--- config.mk ---
export PLATFORM = sky130hd
export DESIGN_NAME = loopback_and_inband_code_config
export DESIGN_NICKNAME = d
export VERILOG_FILES = /design/src/lbc_pkg.sv /design/src/lbc_detect_if.sv /design/src/inband_code_detect.sv /design/src/loopback_and_inband_code_config.sv
export VERILOG_INCLUDE_DIRS = /design/src
export SDC_FILE = /design/constraint.sdc
export NUM_CORES = 1
export LEC_CHECK = 0
export ABC_AREA = 1
export BUFFER_PORTS_ARGS = -buffer_cell sky130_fd_sc_hd__buf_2
export CAP_MARGIN = 5
export CORE_MARGIN = 1
export CORE_UTILIZATION = 64
export DETAILED_ROUTE_END_ITERATION = 8
export PLACE_DENSITY_LB_ADDON = 0.3
export SYNTH_ARGS = -nofsm -noshare
export SYNTH_HDL_FRONTEND = slang
export SYNTH_HIERARCHICAL = 1
export SYNTH_SLANG_ARGS = --single-unit
--- constraint.sdc ---
create_clock -name hclk -period 4.76 [get_ports hclk]
set_input_delay 0.476 -clock hclk [delete_from_list [all_inputs] [get_ports hclk]]
set_output_delay 0.476 -clock hclk [all_outputs]
set_load 0.01 [all_outputs]
--- src/lbc_defines.svh ---
`ifndef LBC_DEFINES_SVH
`define LBC_DEFINES_SVH

// ----------------------------------------------------------------
// register indices (byte address = 4 * index)
// ----------------------------------------------------------------
`define IDX_PATTERN      5'h0A
`define IDX_LOOP_CTRL    5'h0B
`define IDX_CODE_LEN     5'h0C
`define IDX_TX_CODE      5'h0D
`define IDX_ACT_CODE     5'h0E
`define IDX_DEACT_CODE   5'h0F
`define IDX_STATUS       5'h1F

// ----------------------------------------------------------------
// reset values
// ----------------------------------------------------------------
`define RST_LOOP_CTRL    4'h0
`define RST_CODE_LEN     6'h01
`define RST_TX_CODE      8'h01
`define RST_ACT_CODE     8'h01
`define RST_DEACT_CODE   8'h09
`define RST_PATTERN      2'h0

// ----------------------------------------------------------------
// field positions
// ----------------------------------------------------------------
`define FLD_DIGITAL      0
`define FLD_ANALOG       1
`define FLD_REMOTE       2
`define FLD_AUTO         3
`define FLD_DEACT_LEN    0
`define FLD_ACT_LEN      2
`define FLD_TX_LEN       4
`define FLD_PATTERN      5
`define FLD_WORD_IDX     2
`define FLD_ADDR_TOP     7
`define FLD_HTRANS_ACT   1

// ----------------------------------------------------------------
// encodings and timing
// ----------------------------------------------------------------
`define PATTERN_ALL_ONES 2'h1
`define PATTERN_INBAND   2'h3
`define CODE_LEN_MIN     4'h5
`define CLK_PERIOD_NS    100
`define LINE_BIT_NS      400
`define LINE_BIT_CYCLES  ((`LINE_BIT_NS + `CLK_PERIOD_NS - 1) / `CLK_PERIOD_NS)
`define DETECT_REPEATS   8'h10

`endif

--- src/lbc_pkg.sv ---
package lbc_pkg;

    typedef enum logic [1:0] {
        LOOP_IDLE = 2'b01,
        LOOP_AUTO = 2'b10
    } auto_state_t;

    typedef struct packed {
        logic [3:0]  loop_ctrl;
        logic [5:0]  code_len;
        logic [7:0]  tx_code;
        logic [7:0]  act_code;
        logic [7:0]  deact_code;
        logic [1:0]  pattern;
        auto_state_t auto_state;
        logic [2:0]  div_cnt;
        logic        bit_en;
        logic [2:0]  tx_idx;
        logic        tx_line_data;
        logic        rx_data_out;
        logic        digital_loop;
        logic        analog_loop;
        logic        remote_loop;
        logic        wr_pend;
        logic        rd_pend;
        logic        dp_ok;
        logic [4:0]  dp_idx;
        logic        hreadyout;
        logic [31:0] hrdata;
        logic        hresp;
    } top_state_t;

    typedef struct packed {
        logic [15:0] hist;
        logic [7:0]  run_cnt;
        logic [3:0]  gap;
        logic        detected;
    } det_state_t;

    function automatic logic [3:0] code_len_of(input logic [1:0] sel);
        return 4'h5 + {2'h0, sel};
    endfunction : code_len_of

endpackage : lbc_pkg

--- src/lbc_detect_if.sv ---
`timescale 1ns/1ps
interface lbc_detect_if;
    logic       bit_en;
    logic       rx_bit;
    logic [7:0] code;
    logic [1:0] len_sel;
    logic       detected;

    modport detector (
        input  bit_en,
        input  rx_bit,
        input  code,
        input  len_sel,
        output detected
    );
    modport owner (
        output bit_en,
        output rx_bit,
        output code,
        output len_sel,
        input  detected
    );
endinterface : lbc_detect_if

--- src/inband_code_detect.sv ---
`timescale 1ns/1ps
`include "lbc_defines.svh"
module inband_code_detect
    import lbc_pkg::*;
(
    input wire logic         hclk,
    input wire logic         hresetn,
    lbc_detect_if.detector   det
);
    det_state_t st;
    det_state_t next_st;
    logic [3:0] len;
    logic       hit;

    // two aligned back-to-back copies of the code in the history
    function automatic logic code_match(input logic [15:0] h, input logic [7:0] c,
                                        input logic [3:0] l);
        logic ok;
        ok = 1'b1;
        for (int i = 0; i < 8; i++) begin
            if (i < int'(l)) begin
                if (h[i] != c[i] || h[i + int'(l)] != c[i]) begin
                    ok = 1'b0;
                end
            end
        end
        return ok;
    endfunction : code_match

    always_comb begin
        next_st = st;
        len     = code_len_of(det.len_sel);
        hit     = 1'b0;
        if (det.bit_en) begin
            next_st.hist = {st.hist[14:0], det.rx_bit};
            hit          = code_match(next_st.hist, det.code, len);
            if (hit) begin
                next_st.gap = 4'h0;
                if (st.run_cnt != `DETECT_REPEATS) begin
                    next_st.run_cnt = st.run_cnt + 8'h01;
                end
            end else begin
                next_st.gap = st.gap + 4'h1;
                if (next_st.gap >= len) begin
                    next_st.run_cnt = 8'h00;
                    next_st.gap     = 4'h0;
                end
            end
        end
        next_st.detected = (next_st.run_cnt == `DETECT_REPEATS);
    end

    always_ff @(posedge hclk or negedge hresetn) begin
        if (!hresetn) begin
            st <= '0;
        end else begin
            st <= next_st;
        end
    end

    assign det.detected = st.detected;

endmodule : inband_code_detect

--- src/loopback_and_inband_code_config.sv ---
// Contract
// - auto remote loopback enable bit permits automatic entry into remote loopback
// - remote loopback enable bit places the channel in remote loopback
// - analog loopback enable bit turns analog loopback on
// - digital loopback enable bit turns digital loopback on
// - transmit code length field selects 5 to 8 bits, resets to 5
// - receive activate length field selects 5 to 8 bits, resets to 5
// - receive deactivate length field selects 5 to 8 bits, resets to 6
// - transmit code uses low bits of its register, repeating, default 00001
// - activate code matched repeating from low register bits, default 00001
// - deactivate code matched repeating from low register bits, default 001001
// - reserved upper control bits and all loopback enables reset to zero
// - pattern select 11 inserts repeating in-band code into transmit stream
`timescale 1ns/1ps
`include "lbc_defines.svh"
module loopback_and_inband_code_config
    import lbc_pkg::*;
(
    input  wire logic        hclk,
    input  wire logic        hresetn,
    input  wire logic        hsel,
    input  wire logic [31:0] haddr,
    input  wire logic [1:0]  htrans,
    input  wire logic        hwrite,
    input  wire logic [2:0]  hsize,
    input  wire logic [31:0] hwdata,
    input  wire logic        hready,
    output logic             hreadyout,
    output logic [31:0]      hrdata,
    output logic             hresp,
    input  wire logic        rx_line_data,
    input  wire logic        tx_data_in,
    output logic             tx_line_data,
    output logic             rx_data_out,
    output logic             digital_loopback_active,
    output logic             analog_loopback_active,
    output logic             remote_loopback_active
);
    // ----------------------------------------------------------------
    // reset state
    // ----------------------------------------------------------------
    localparam top_state_t ST_RESET = '{
        loop_ctrl:    `RST_LOOP_CTRL,
        code_len:     `RST_CODE_LEN,
        tx_code:      `RST_TX_CODE,
        act_code:     `RST_ACT_CODE,
        deact_code:   `RST_DEACT_CODE,
        pattern:      `RST_PATTERN,
        auto_state:   LOOP_IDLE,
        div_cnt:      3'h0,
        bit_en:       1'b0,
        tx_idx:       3'h0,
        tx_line_data: 1'b0,
        rx_data_out:  1'b0,
        digital_loop: 1'b0,
        analog_loop:  1'b0,
        remote_loop:  1'b0,
        wr_pend:      1'b0,
        rd_pend:      1'b0,
        dp_ok:        1'b0,
        dp_idx:       5'h00,
        hreadyout:    1'b1,
        hrdata:       32'h00000000,
        hresp:        1'b0
    };
    localparam logic [2:0] BIT_CYCLES = 3'(`LINE_BIT_CYCLES);

    // ----------------------------------------------------------------
    // state and working signals
    // ----------------------------------------------------------------
    top_state_t   st;
    top_state_t   next_st;
    logic         addr_ok;
    logic         auto_en;
    logic         remote_now;
    logic [3:0]   tx_len;
    logic [4:0]   a_idx;

    lbc_detect_if act_if ();
    lbc_detect_if deact_if ();

    // ----------------------------------------------------------------
    // register decode
    // ----------------------------------------------------------------
    function automatic logic idx_mapped(input logic [4:0] idx);
        return idx == `IDX_PATTERN
            || idx == `IDX_LOOP_CTRL
            || idx == `IDX_CODE_LEN
            || idx == `IDX_TX_CODE
            || idx == `IDX_ACT_CODE
            || idx == `IDX_DEACT_CODE
            || idx == `IDX_STATUS;
    endfunction : idx_mapped

    function automatic logic [7:0] read_reg(input top_state_t s, input logic [4:0] idx,
                                            input logic act_det, input logic deact_det);
        logic [7:0] r;
        r = 8'h00;
        case (idx)
            `IDX_PATTERN: begin
                r[`FLD_PATTERN +: 2] = s.pattern;
            end
            `IDX_LOOP_CTRL: begin
                r[3:0] = s.loop_ctrl;
            end
            `IDX_CODE_LEN: begin
                r[5:0] = s.code_len;
            end
            `IDX_TX_CODE: begin
                r = s.tx_code;
            end
            `IDX_ACT_CODE: begin
                r = s.act_code;
            end
            `IDX_DEACT_CODE: begin
                r = s.deact_code;
            end
            `IDX_STATUS: begin
                r[0] = act_det;
                r[1] = deact_det;
                r[2] = s.remote_loop;
            end
            default: begin
                r = 8'h00;
            end
        endcase
        return r;
    endfunction : read_reg

    // ----------------------------------------------------------------
    // line helpers
    // ----------------------------------------------------------------
    function automatic logic inband_bit(input logic [7:0] code, input logic [3:0] len,
                                        input logic [2:0] idx);
        return code[3'(len - 4'h1) - idx];
    endfunction : inband_bit

    function automatic logic [2:0] next_code_idx(input logic [2:0] idx, input logic [3:0] len);
        return ({1'b0, idx} == len - 4'h1) ? 3'h0 : idx + 3'h1;
    endfunction : next_code_idx

    // ----------------------------------------------------------------
    // code detectors
    // ----------------------------------------------------------------
    assign act_if.bit_en    = st.bit_en;
    assign act_if.rx_bit    = rx_line_data;
    assign act_if.code      = st.act_code;
    assign act_if.len_sel   = st.code_len[`FLD_ACT_LEN +: 2];
    assign deact_if.bit_en  = st.bit_en;
    assign deact_if.rx_bit  = rx_line_data;
    assign deact_if.code    = st.deact_code;
    assign deact_if.len_sel = st.code_len[`FLD_DEACT_LEN +: 2];

    inband_code_detect u_act_detect (
        .hclk    (hclk),
        .hresetn (hresetn),
        .det     (act_if.detector)
    );

    inband_code_detect u_deact_detect (
        .hclk    (hclk),
        .hresetn (hresetn),
        .det     (deact_if.detector)
    );

    // ----------------------------------------------------------------
    // next state
    // ----------------------------------------------------------------
    always_comb begin
        next_st    = st;
        addr_ok    = hsel && hready && htrans[`FLD_HTRANS_ACT];
        a_idx      = haddr[`FLD_WORD_IDX +: 5];
        auto_en    = st.loop_ctrl[`FLD_AUTO];
        tx_len     = code_len_of(st.code_len[`FLD_TX_LEN +: 2]);

        // ------------------------------------------------------------
        // bus data phase
        // ------------------------------------------------------------
        if (st.wr_pend) begin
            case (st.dp_idx)
                `IDX_PATTERN: begin
                    next_st.pattern = hwdata[`FLD_PATTERN +: 2];
                end
                `IDX_LOOP_CTRL: begin
                    next_st.loop_ctrl = hwdata[3:0];
                end
                `IDX_CODE_LEN: begin
                    next_st.code_len = hwdata[5:0];
                end
                `IDX_TX_CODE: begin
                    next_st.tx_code = hwdata[7:0];
                end
                `IDX_ACT_CODE: begin
                    next_st.act_code = hwdata[7:0];
                end
                `IDX_DEACT_CODE: begin
                    next_st.deact_code = hwdata[7:0];
                end
                default: begin
                    next_st.pattern = st.pattern;
                end
            endcase
        end
        next_st.wr_pend   = 1'b0;
        next_st.rd_pend   = 1'b0;
        next_st.hreadyout = 1'b1;
        next_st.hresp     = 1'b0;
        if (st.rd_pend) begin
            next_st.hrdata = st.dp_ok
                ? {24'h000000, read_reg(st, st.dp_idx, act_if.detected, deact_if.detected)}
                : 32'h00000000;
        end
        if (addr_ok) begin
            next_st.dp_idx  = a_idx;
            next_st.dp_ok   = haddr[31:`FLD_ADDR_TOP] == '0 && haddr[1:0] == 2'h0
                              && idx_mapped(a_idx);
            next_st.wr_pend = hwrite && next_st.dp_ok;
            next_st.rd_pend = !hwrite;
            if (!hwrite) begin
                next_st.hreadyout = 1'b0;
            end
        end

        // ------------------------------------------------------------
        // automatic remote loopback
        // ------------------------------------------------------------
        case (st.auto_state)
            LOOP_IDLE: begin
                if (auto_en && act_if.detected) begin
                    next_st.auto_state = LOOP_AUTO;
                end
            end
            LOOP_AUTO: begin
                if (!auto_en || deact_if.detected) begin
                    next_st.auto_state = LOOP_IDLE;
                end
            end
            default: begin
                next_st.auto_state = LOOP_IDLE;
            end
        endcase

        // ------------------------------------------------------------
        // loopback paths
        // ------------------------------------------------------------
        remote_now           = st.loop_ctrl[`FLD_REMOTE] || st.auto_state == LOOP_AUTO;
        next_st.remote_loop  = remote_now;
        next_st.digital_loop = st.loop_ctrl[`FLD_DIGITAL];
        next_st.analog_loop  = st.loop_ctrl[`FLD_ANALOG];
        next_st.rx_data_out  = st.loop_ctrl[`FLD_DIGITAL] ? tx_data_in : rx_line_data;

        // ------------------------------------------------------------
        // line bit timing
        // ------------------------------------------------------------
        next_st.bit_en = 1'b0;
        if (st.div_cnt == BIT_CYCLES - 3'h1) begin
            next_st.div_cnt = 3'h0;
            next_st.bit_en  = 1'b1;
        end else begin
            next_st.div_cnt = st.div_cnt + 3'h1;
        end

        // ------------------------------------------------------------
        // transmit stream, code sent msb first
        // ------------------------------------------------------------
        if (st.bit_en) begin
            if (remote_now) begin
                next_st.tx_line_data = rx_line_data;
                next_st.tx_idx       = 3'h0;
            end else if (st.pattern == `PATTERN_INBAND) begin
                next_st.tx_line_data = inband_bit(st.tx_code, tx_len, st.tx_idx);
                next_st.tx_idx       = next_code_idx(st.tx_idx, tx_len);
            end else if (st.pattern == `PATTERN_ALL_ONES) begin
                next_st.tx_line_data = 1'b1;
                next_st.tx_idx       = 3'h0;
            end else begin
                next_st.tx_line_data = tx_data_in;
                next_st.tx_idx       = 3'h0;
            end
        end
    end

    // ----------------------------------------------------------------
    // state register
    // ----------------------------------------------------------------
    always_ff @(posedge hclk or negedge hresetn) begin
        if (!hresetn) begin
            st <= ST_RESET;
        end else begin
            st <= next_st;
        end
    end

    assign hreadyout               = st.hreadyout;
    assign hrdata                  = st.hrdata;
    assign hresp                   = st.hresp;
    assign tx_line_data            = st.tx_line_data;
    assign rx_data_out             = st.rx_data_out;
    assign digital_loopback_active = st.digital_loop;
    assign analog_loopback_active  = st.analog_loop;
    assign remote_loopback_active  = st.remote_loop;

endmodule : loopback_and_inband_code_config

Word-level counts from Yosys, hierarchy flattened --
Cells that the tools add are included.
Operators by class: eq/ne operators 58, muxes and demuxes 111, add/sub/neg operators 25, $lt $le $gt $ge 35, reductions and logical operators 41
Operators by type and width (count):
- $lt A32 B6 Y1 const B | 14
- $mux W12 | 6
- $mux W1 | 71
- $bmux W1 S4 | 16
- $eq A5 B4 Y1 const B | 12
- $add A3 B4 Y5 const A | 8
- $lt A3 B4 Y1 const A | 8
- $ne A1 B1 Y1 | 32
- $logic_not A25 Y1 | 1
- $logic_or A1 B1 Y1 | 24
- $mux W8 | 3
- $add A2 B4 Y5 const A | 4
- $pmux W3 S6 | 1
- $add A8 B1 Y8 const B | 2
- $eq A8 B5 Y1 const B | 2
- $lt A1 B4 Y1 const A | 4
- $lt A2 B4 Y1 const A | 4
- $ne A8 B5 Y1 const B | 2
- $reduce_and A2 Y1 | 7
- $add A3 B2 Y4 const A | 3
- $add A1 B4 Y5 const A | 2
- $eq A5 B5 Y1 const B | 2
- $lt A4 B5 Y1 const B | 2
- $pmux W1 S5 | 2
- 22 further kinds | 38
Word-level totals: register bits after elaboration 147, input port bits 76

Longest topological paths before layout --
depth in word-level cells 26, depth in mapped cells 22, gate-level depth less buffers 21

Modules after synthesis --
The synthesis kept the hierarchy.
Modules (own cells, without submodules):
- loopback_and_inband_code_config | area each 3608.5 µm², cells each 434, times used 1, sequential area each 1685.4 µm²
- inband_code_detect at u_act_detect | area each 2487.4 µm², cells each 390, times used 1, sequential area each 700.7 µm²
- inband_code_detect at u_deact_detect | area each 2461.1 µm², cells each 387, times used 1, sequential area each 700.7 µm²

Least setup slack after synthesis --
OpenSTA, ideal clock, no wires.
path type reg-to-reg, start point register st (netlist bit deact_if.len_sel[0]), end point register u_deact_detect.st (netlist bit u_deact_detect/det.detected), path buffers 1, period minus slack after synthesis 2638 ps, required time 4645 ps, stages on the path, launching flop included 20, arrival 2523 ps, setup slack 2122 ps, path through dfstp_2 inv_2 buf_6 ha_1 inv_2 nand2_1 nand2_1 nand2_1 nand3_1 nand3_1 nand3_1 nand2_1 nor2_2 nand3_4 o21ai_0 nand3_1 nand2_1 clkinv_1 nand3_1 nor2_1
RTL lines:
- start: declaration | line loopback_and_inband_code_config.sv:71 | top_state_t st;
- start signal: assignment | line loopback_and_inband_code_config.sv:290 | st <= next_st;
- end signal: assignment | line inband_code_detect.sv:57 | st <= next_st;
- end: declaration | line inband_code_detect.sv:10 | det_state_t st;

==> flow_metrics.env <==
export IMPL_outcome="completed"
export IMPL_cts_hold_buf=0
export IMPL_postRouteAntennaNets=0
export IMPL_fin_tns_setup_ns=0
export IMPL_synthTopCellsByCount="nand2_1, inv_1, nand3_1"
export IMPL_die_w_um=118
export IMPL_fp_row_count=41
export IMPL_synth_largest_area_cell="dfrtp_1"
export IMPL_p_leak_nw=5.21
export IMPL_r2r_setup_slack_ns=1.32
export IMPL_grt_pass1_wl_mm=33.1
export IMPL_h_tree_depth=4
export IMPL_dp_slack_ns=1.47
export IMPL_overflow=0
export IMPL_path_buf_inv=4
export IMPL_grt_max_degree=47
export IMPL_nNetsFinal=1373
export IMPL_hold_viol=0
export IMPL_dieHeight_um=118
export IMPL_yosysMostFrequentCell="nand2_1"
export IMPL_rsz0062_at_grt="false"
export IMPL_final_core_util_pct=72.7
export IMPL_worst_pin_slew_ns=0.694
export IMPL_die_area_mm2=0.0138
export IMPL_worst_endpoint_arrival_ns=3.79
export IMPL_ys_seq_area_share_pct=36.1
export IMPL_finalMaxSlewViolations=0
export IMPL_clock_path_buffers=2
export IMPL_async_reset_ff_share_pct=100
export IMPL_post_cts_setup_buffer_count=0
export IMPL_cts_sinks=123
export IMPL_crit_chain="buf_4, inv_2, ha_1, inv_2, nand2_2, nand2_4, inv_2, nand2_1, nand3_1, nand3_1, nand3_1, nand2_1, nor2_2, nand3_4, nand3_1, nand2_1, a21oi_1, nand3_1, nor2_1"
export IMPL_drt_initial_drc_count=666
export IMPL_fin_crit_ns=3.44
export IMPL_min_path_type="input port to async pin"
export IMPL_diodes=0
export IMPL_core_mm2=0.0128
export IMPL_port_buffers=61
export IMPL_total_power_mw=2.40
export IMPL_cts_tree="yes"
export IMPL_clockRootBuffer="clkbuf_16"
export IMPL_avgViaCountPerCell=5.37
export IMPL_cp_common_cell="nand3_1"
export IMPL_finalCritPeriodShare_pct=72.3
export IMPL_cts_made_buffers=17
export IMPL_netlist_area_leader_share_pct=33.9
export IMPL_max_vdd_ir_drop_mv=0.221
export IMPL_cts_resized_gates=0
export IMPL_yosysWarnings=6
export IMPL_drc=0
export IMPL_dpl_hpwl_mm=14.3
export IMPL_required_ns=5.11
export IMPL_track_usage_pct=29.3
export IMPL_clk_pin_slew_worst_paths_ns=0.06
export IMPL_end_kind="flip-flop"
export IMPL_worst_slack_ns=1.32
export IMPL_start_util_pct=66.7
export IMPL_startpoint_type="flip-flop"
export IMPL_routed_wl_mm=19.6
export IMPL_grt_pass1_vias=7326
export IMPL_final_setup_skew_ns=0.00615
export IMPL_slew_headroom_pct=53.8
export IMPL_drt_first_pass_iters=5
export IMPL_final_setup_viol_count=0
export IMPL_cp_max_fo=24
export IMPL_cellPowerDensity_mw_per_mm2=258
export IMPL_synthTopCellsByArea="dfrtp_1, nand2_1, nand3_1, inv_1, ha_1"
export IMPL_syn_area_per_cell_um2=7.07
export IMPL_syn_instance_count=1211
export IMPL_dr_total_vias=7780
export IMPL_synthFlopType="dfrtp_1"
export IMPL_ys_seq_elements=123
export IMPL_critPathTopFamily="simple AND/OR/NAND/NOR gates"
export IMPL_synth_edff_count=0
export IMPL_cpMaxStageDelayCell="ha_1"
export IMPL_crit_path_max_incr_delay_ns=0.60
export IMPL_num_fill_cells=1039
export IMPL_grt_antenna_before_repair=0
export IMPL_synth_cell_types=45
export IMPL_ios=115
export IMPL_synth_area_mm2=0.00856
export IMPL_drive_gt1_share_pct=16.4
export IMPL_critical_path_class="flip-flop to flip-flop"
export IMPL_clkLatencyLatePin_ns=0.42
export IMPL_gp_congestion=0.932
export IMPL_wl_per_cell_um=13.5
export IMPL_fmax_ghz=0.291
export IMPL_area_delta_synth_final_pct=8.93
export IMPL_maxCapViolCount=0
==> cell usage in the layout, fill, tap and decap left out, types with 4 or more instances in the layout <==
cell type     n
a21oi_1      14
buf_2        60
buf_4         6
clkbuf_16    17
clkinv_2      5
clkinvlp_4    4
conb_1       25
dfrtp_1     115
dfstp_2       7
ha_1         32
inv_1       147
inv_2        16
nand2_1     411
nand2_2      20
nand2_4       8
nand3_1     134
nand3_2       7
nand4_1      10
nor2_1       69
nor2_2        8
o21ai_0      61
o21ai_2      30
or2_2         7
xnor2_1       5
xor2_1       16
==> state kept, by name, summed over array words and instances, names as in the netlist, 2 cells and up <==
register	cells
act_if.code	8
deact_if.code	8
next_st	2
deact_if.len_sel	2
hrdata	8
st	29
u_deact_detect/st	27
act_if.len_sel	2
u_act_detect/st	27
==> area by class of cell <==
cell class | count | area [um2] | share of cell area, %
Inverter | 167 | 637 | 6.83
Timing Repair Buffer | 66 | 345 | 3.70
Tap cell | 172 | 215 | 2.31
Multi-Input combinational cell | 889 | 4510 | 48.4
Clock inverter | 11 | 72.6 | 0.779
Clock buffer | 21 | 450 | 4.83
Sequential cell | 123 | 3090 | 33.1
==> cells by family after synthesis <==
group	after synthesis	share of synthesized area [%]
other	1	0.0438
and+or+nand+nor	689	35.8
buffers and inverters	223	12.2
muxes	1	0.117
DFF	123	36.1
AOI/OAI and AO/OA	120	8.66
xor gates and xnor gates	21	2.15
adders and majority gates	33	4.91
==> metal layers <==
metal | GRT usage, % | vias up | wire length, um
li1 | - | 3858 | -
met1 | 37.6 | 3601 | 8500
met2 | 49.4 | 281 | 9480
met3 | 6.40 | 40 | 1260
met4 | 8.89 | 0 | 331
met5 | 0 | - | 0
==> per-stage QoR <==
step	cell area (um2)	std cells	hold slack [ns]
2_1_floorplan	8650	1235	0.180
3_5_place_dp	8800	1417	0.387
3_3_place_gp	8800	1417	0.384
6_report	9320	1449	0.0280
5_1_grt	9320	1449	0.0661
4_1_cts	9320	1449	0.0367
==> worst paths after layout <==
kind	start	end	cells after the start
worst max-delay path	act_if.len_sel[0]	u_act_detect/det.detected	19
worst min-delay path	hresetn	st[52]	1
worst max register to register	act_if.len_sel[0]	u_act_detect/det.detected	19
worst min register to register	next_st[44]	digital_loopback_active	0
max in group asynchronous	hresetn	deact_if.code[3]	2
min in group hclk	hwrite	st[40]	2
==> report_power, final <==
group / switching, mW / internal, mW / leakage (nW)
clock: 0.469 / 0.674 / 0.249
combinational: 0.119 / 0.0519 / 3.55
sequential: 0.0229 / 1.07 / 1.42
total: 0.611 / 1.79 / 5.21
No activity file was read; power rests on OpenSTA's default activity.
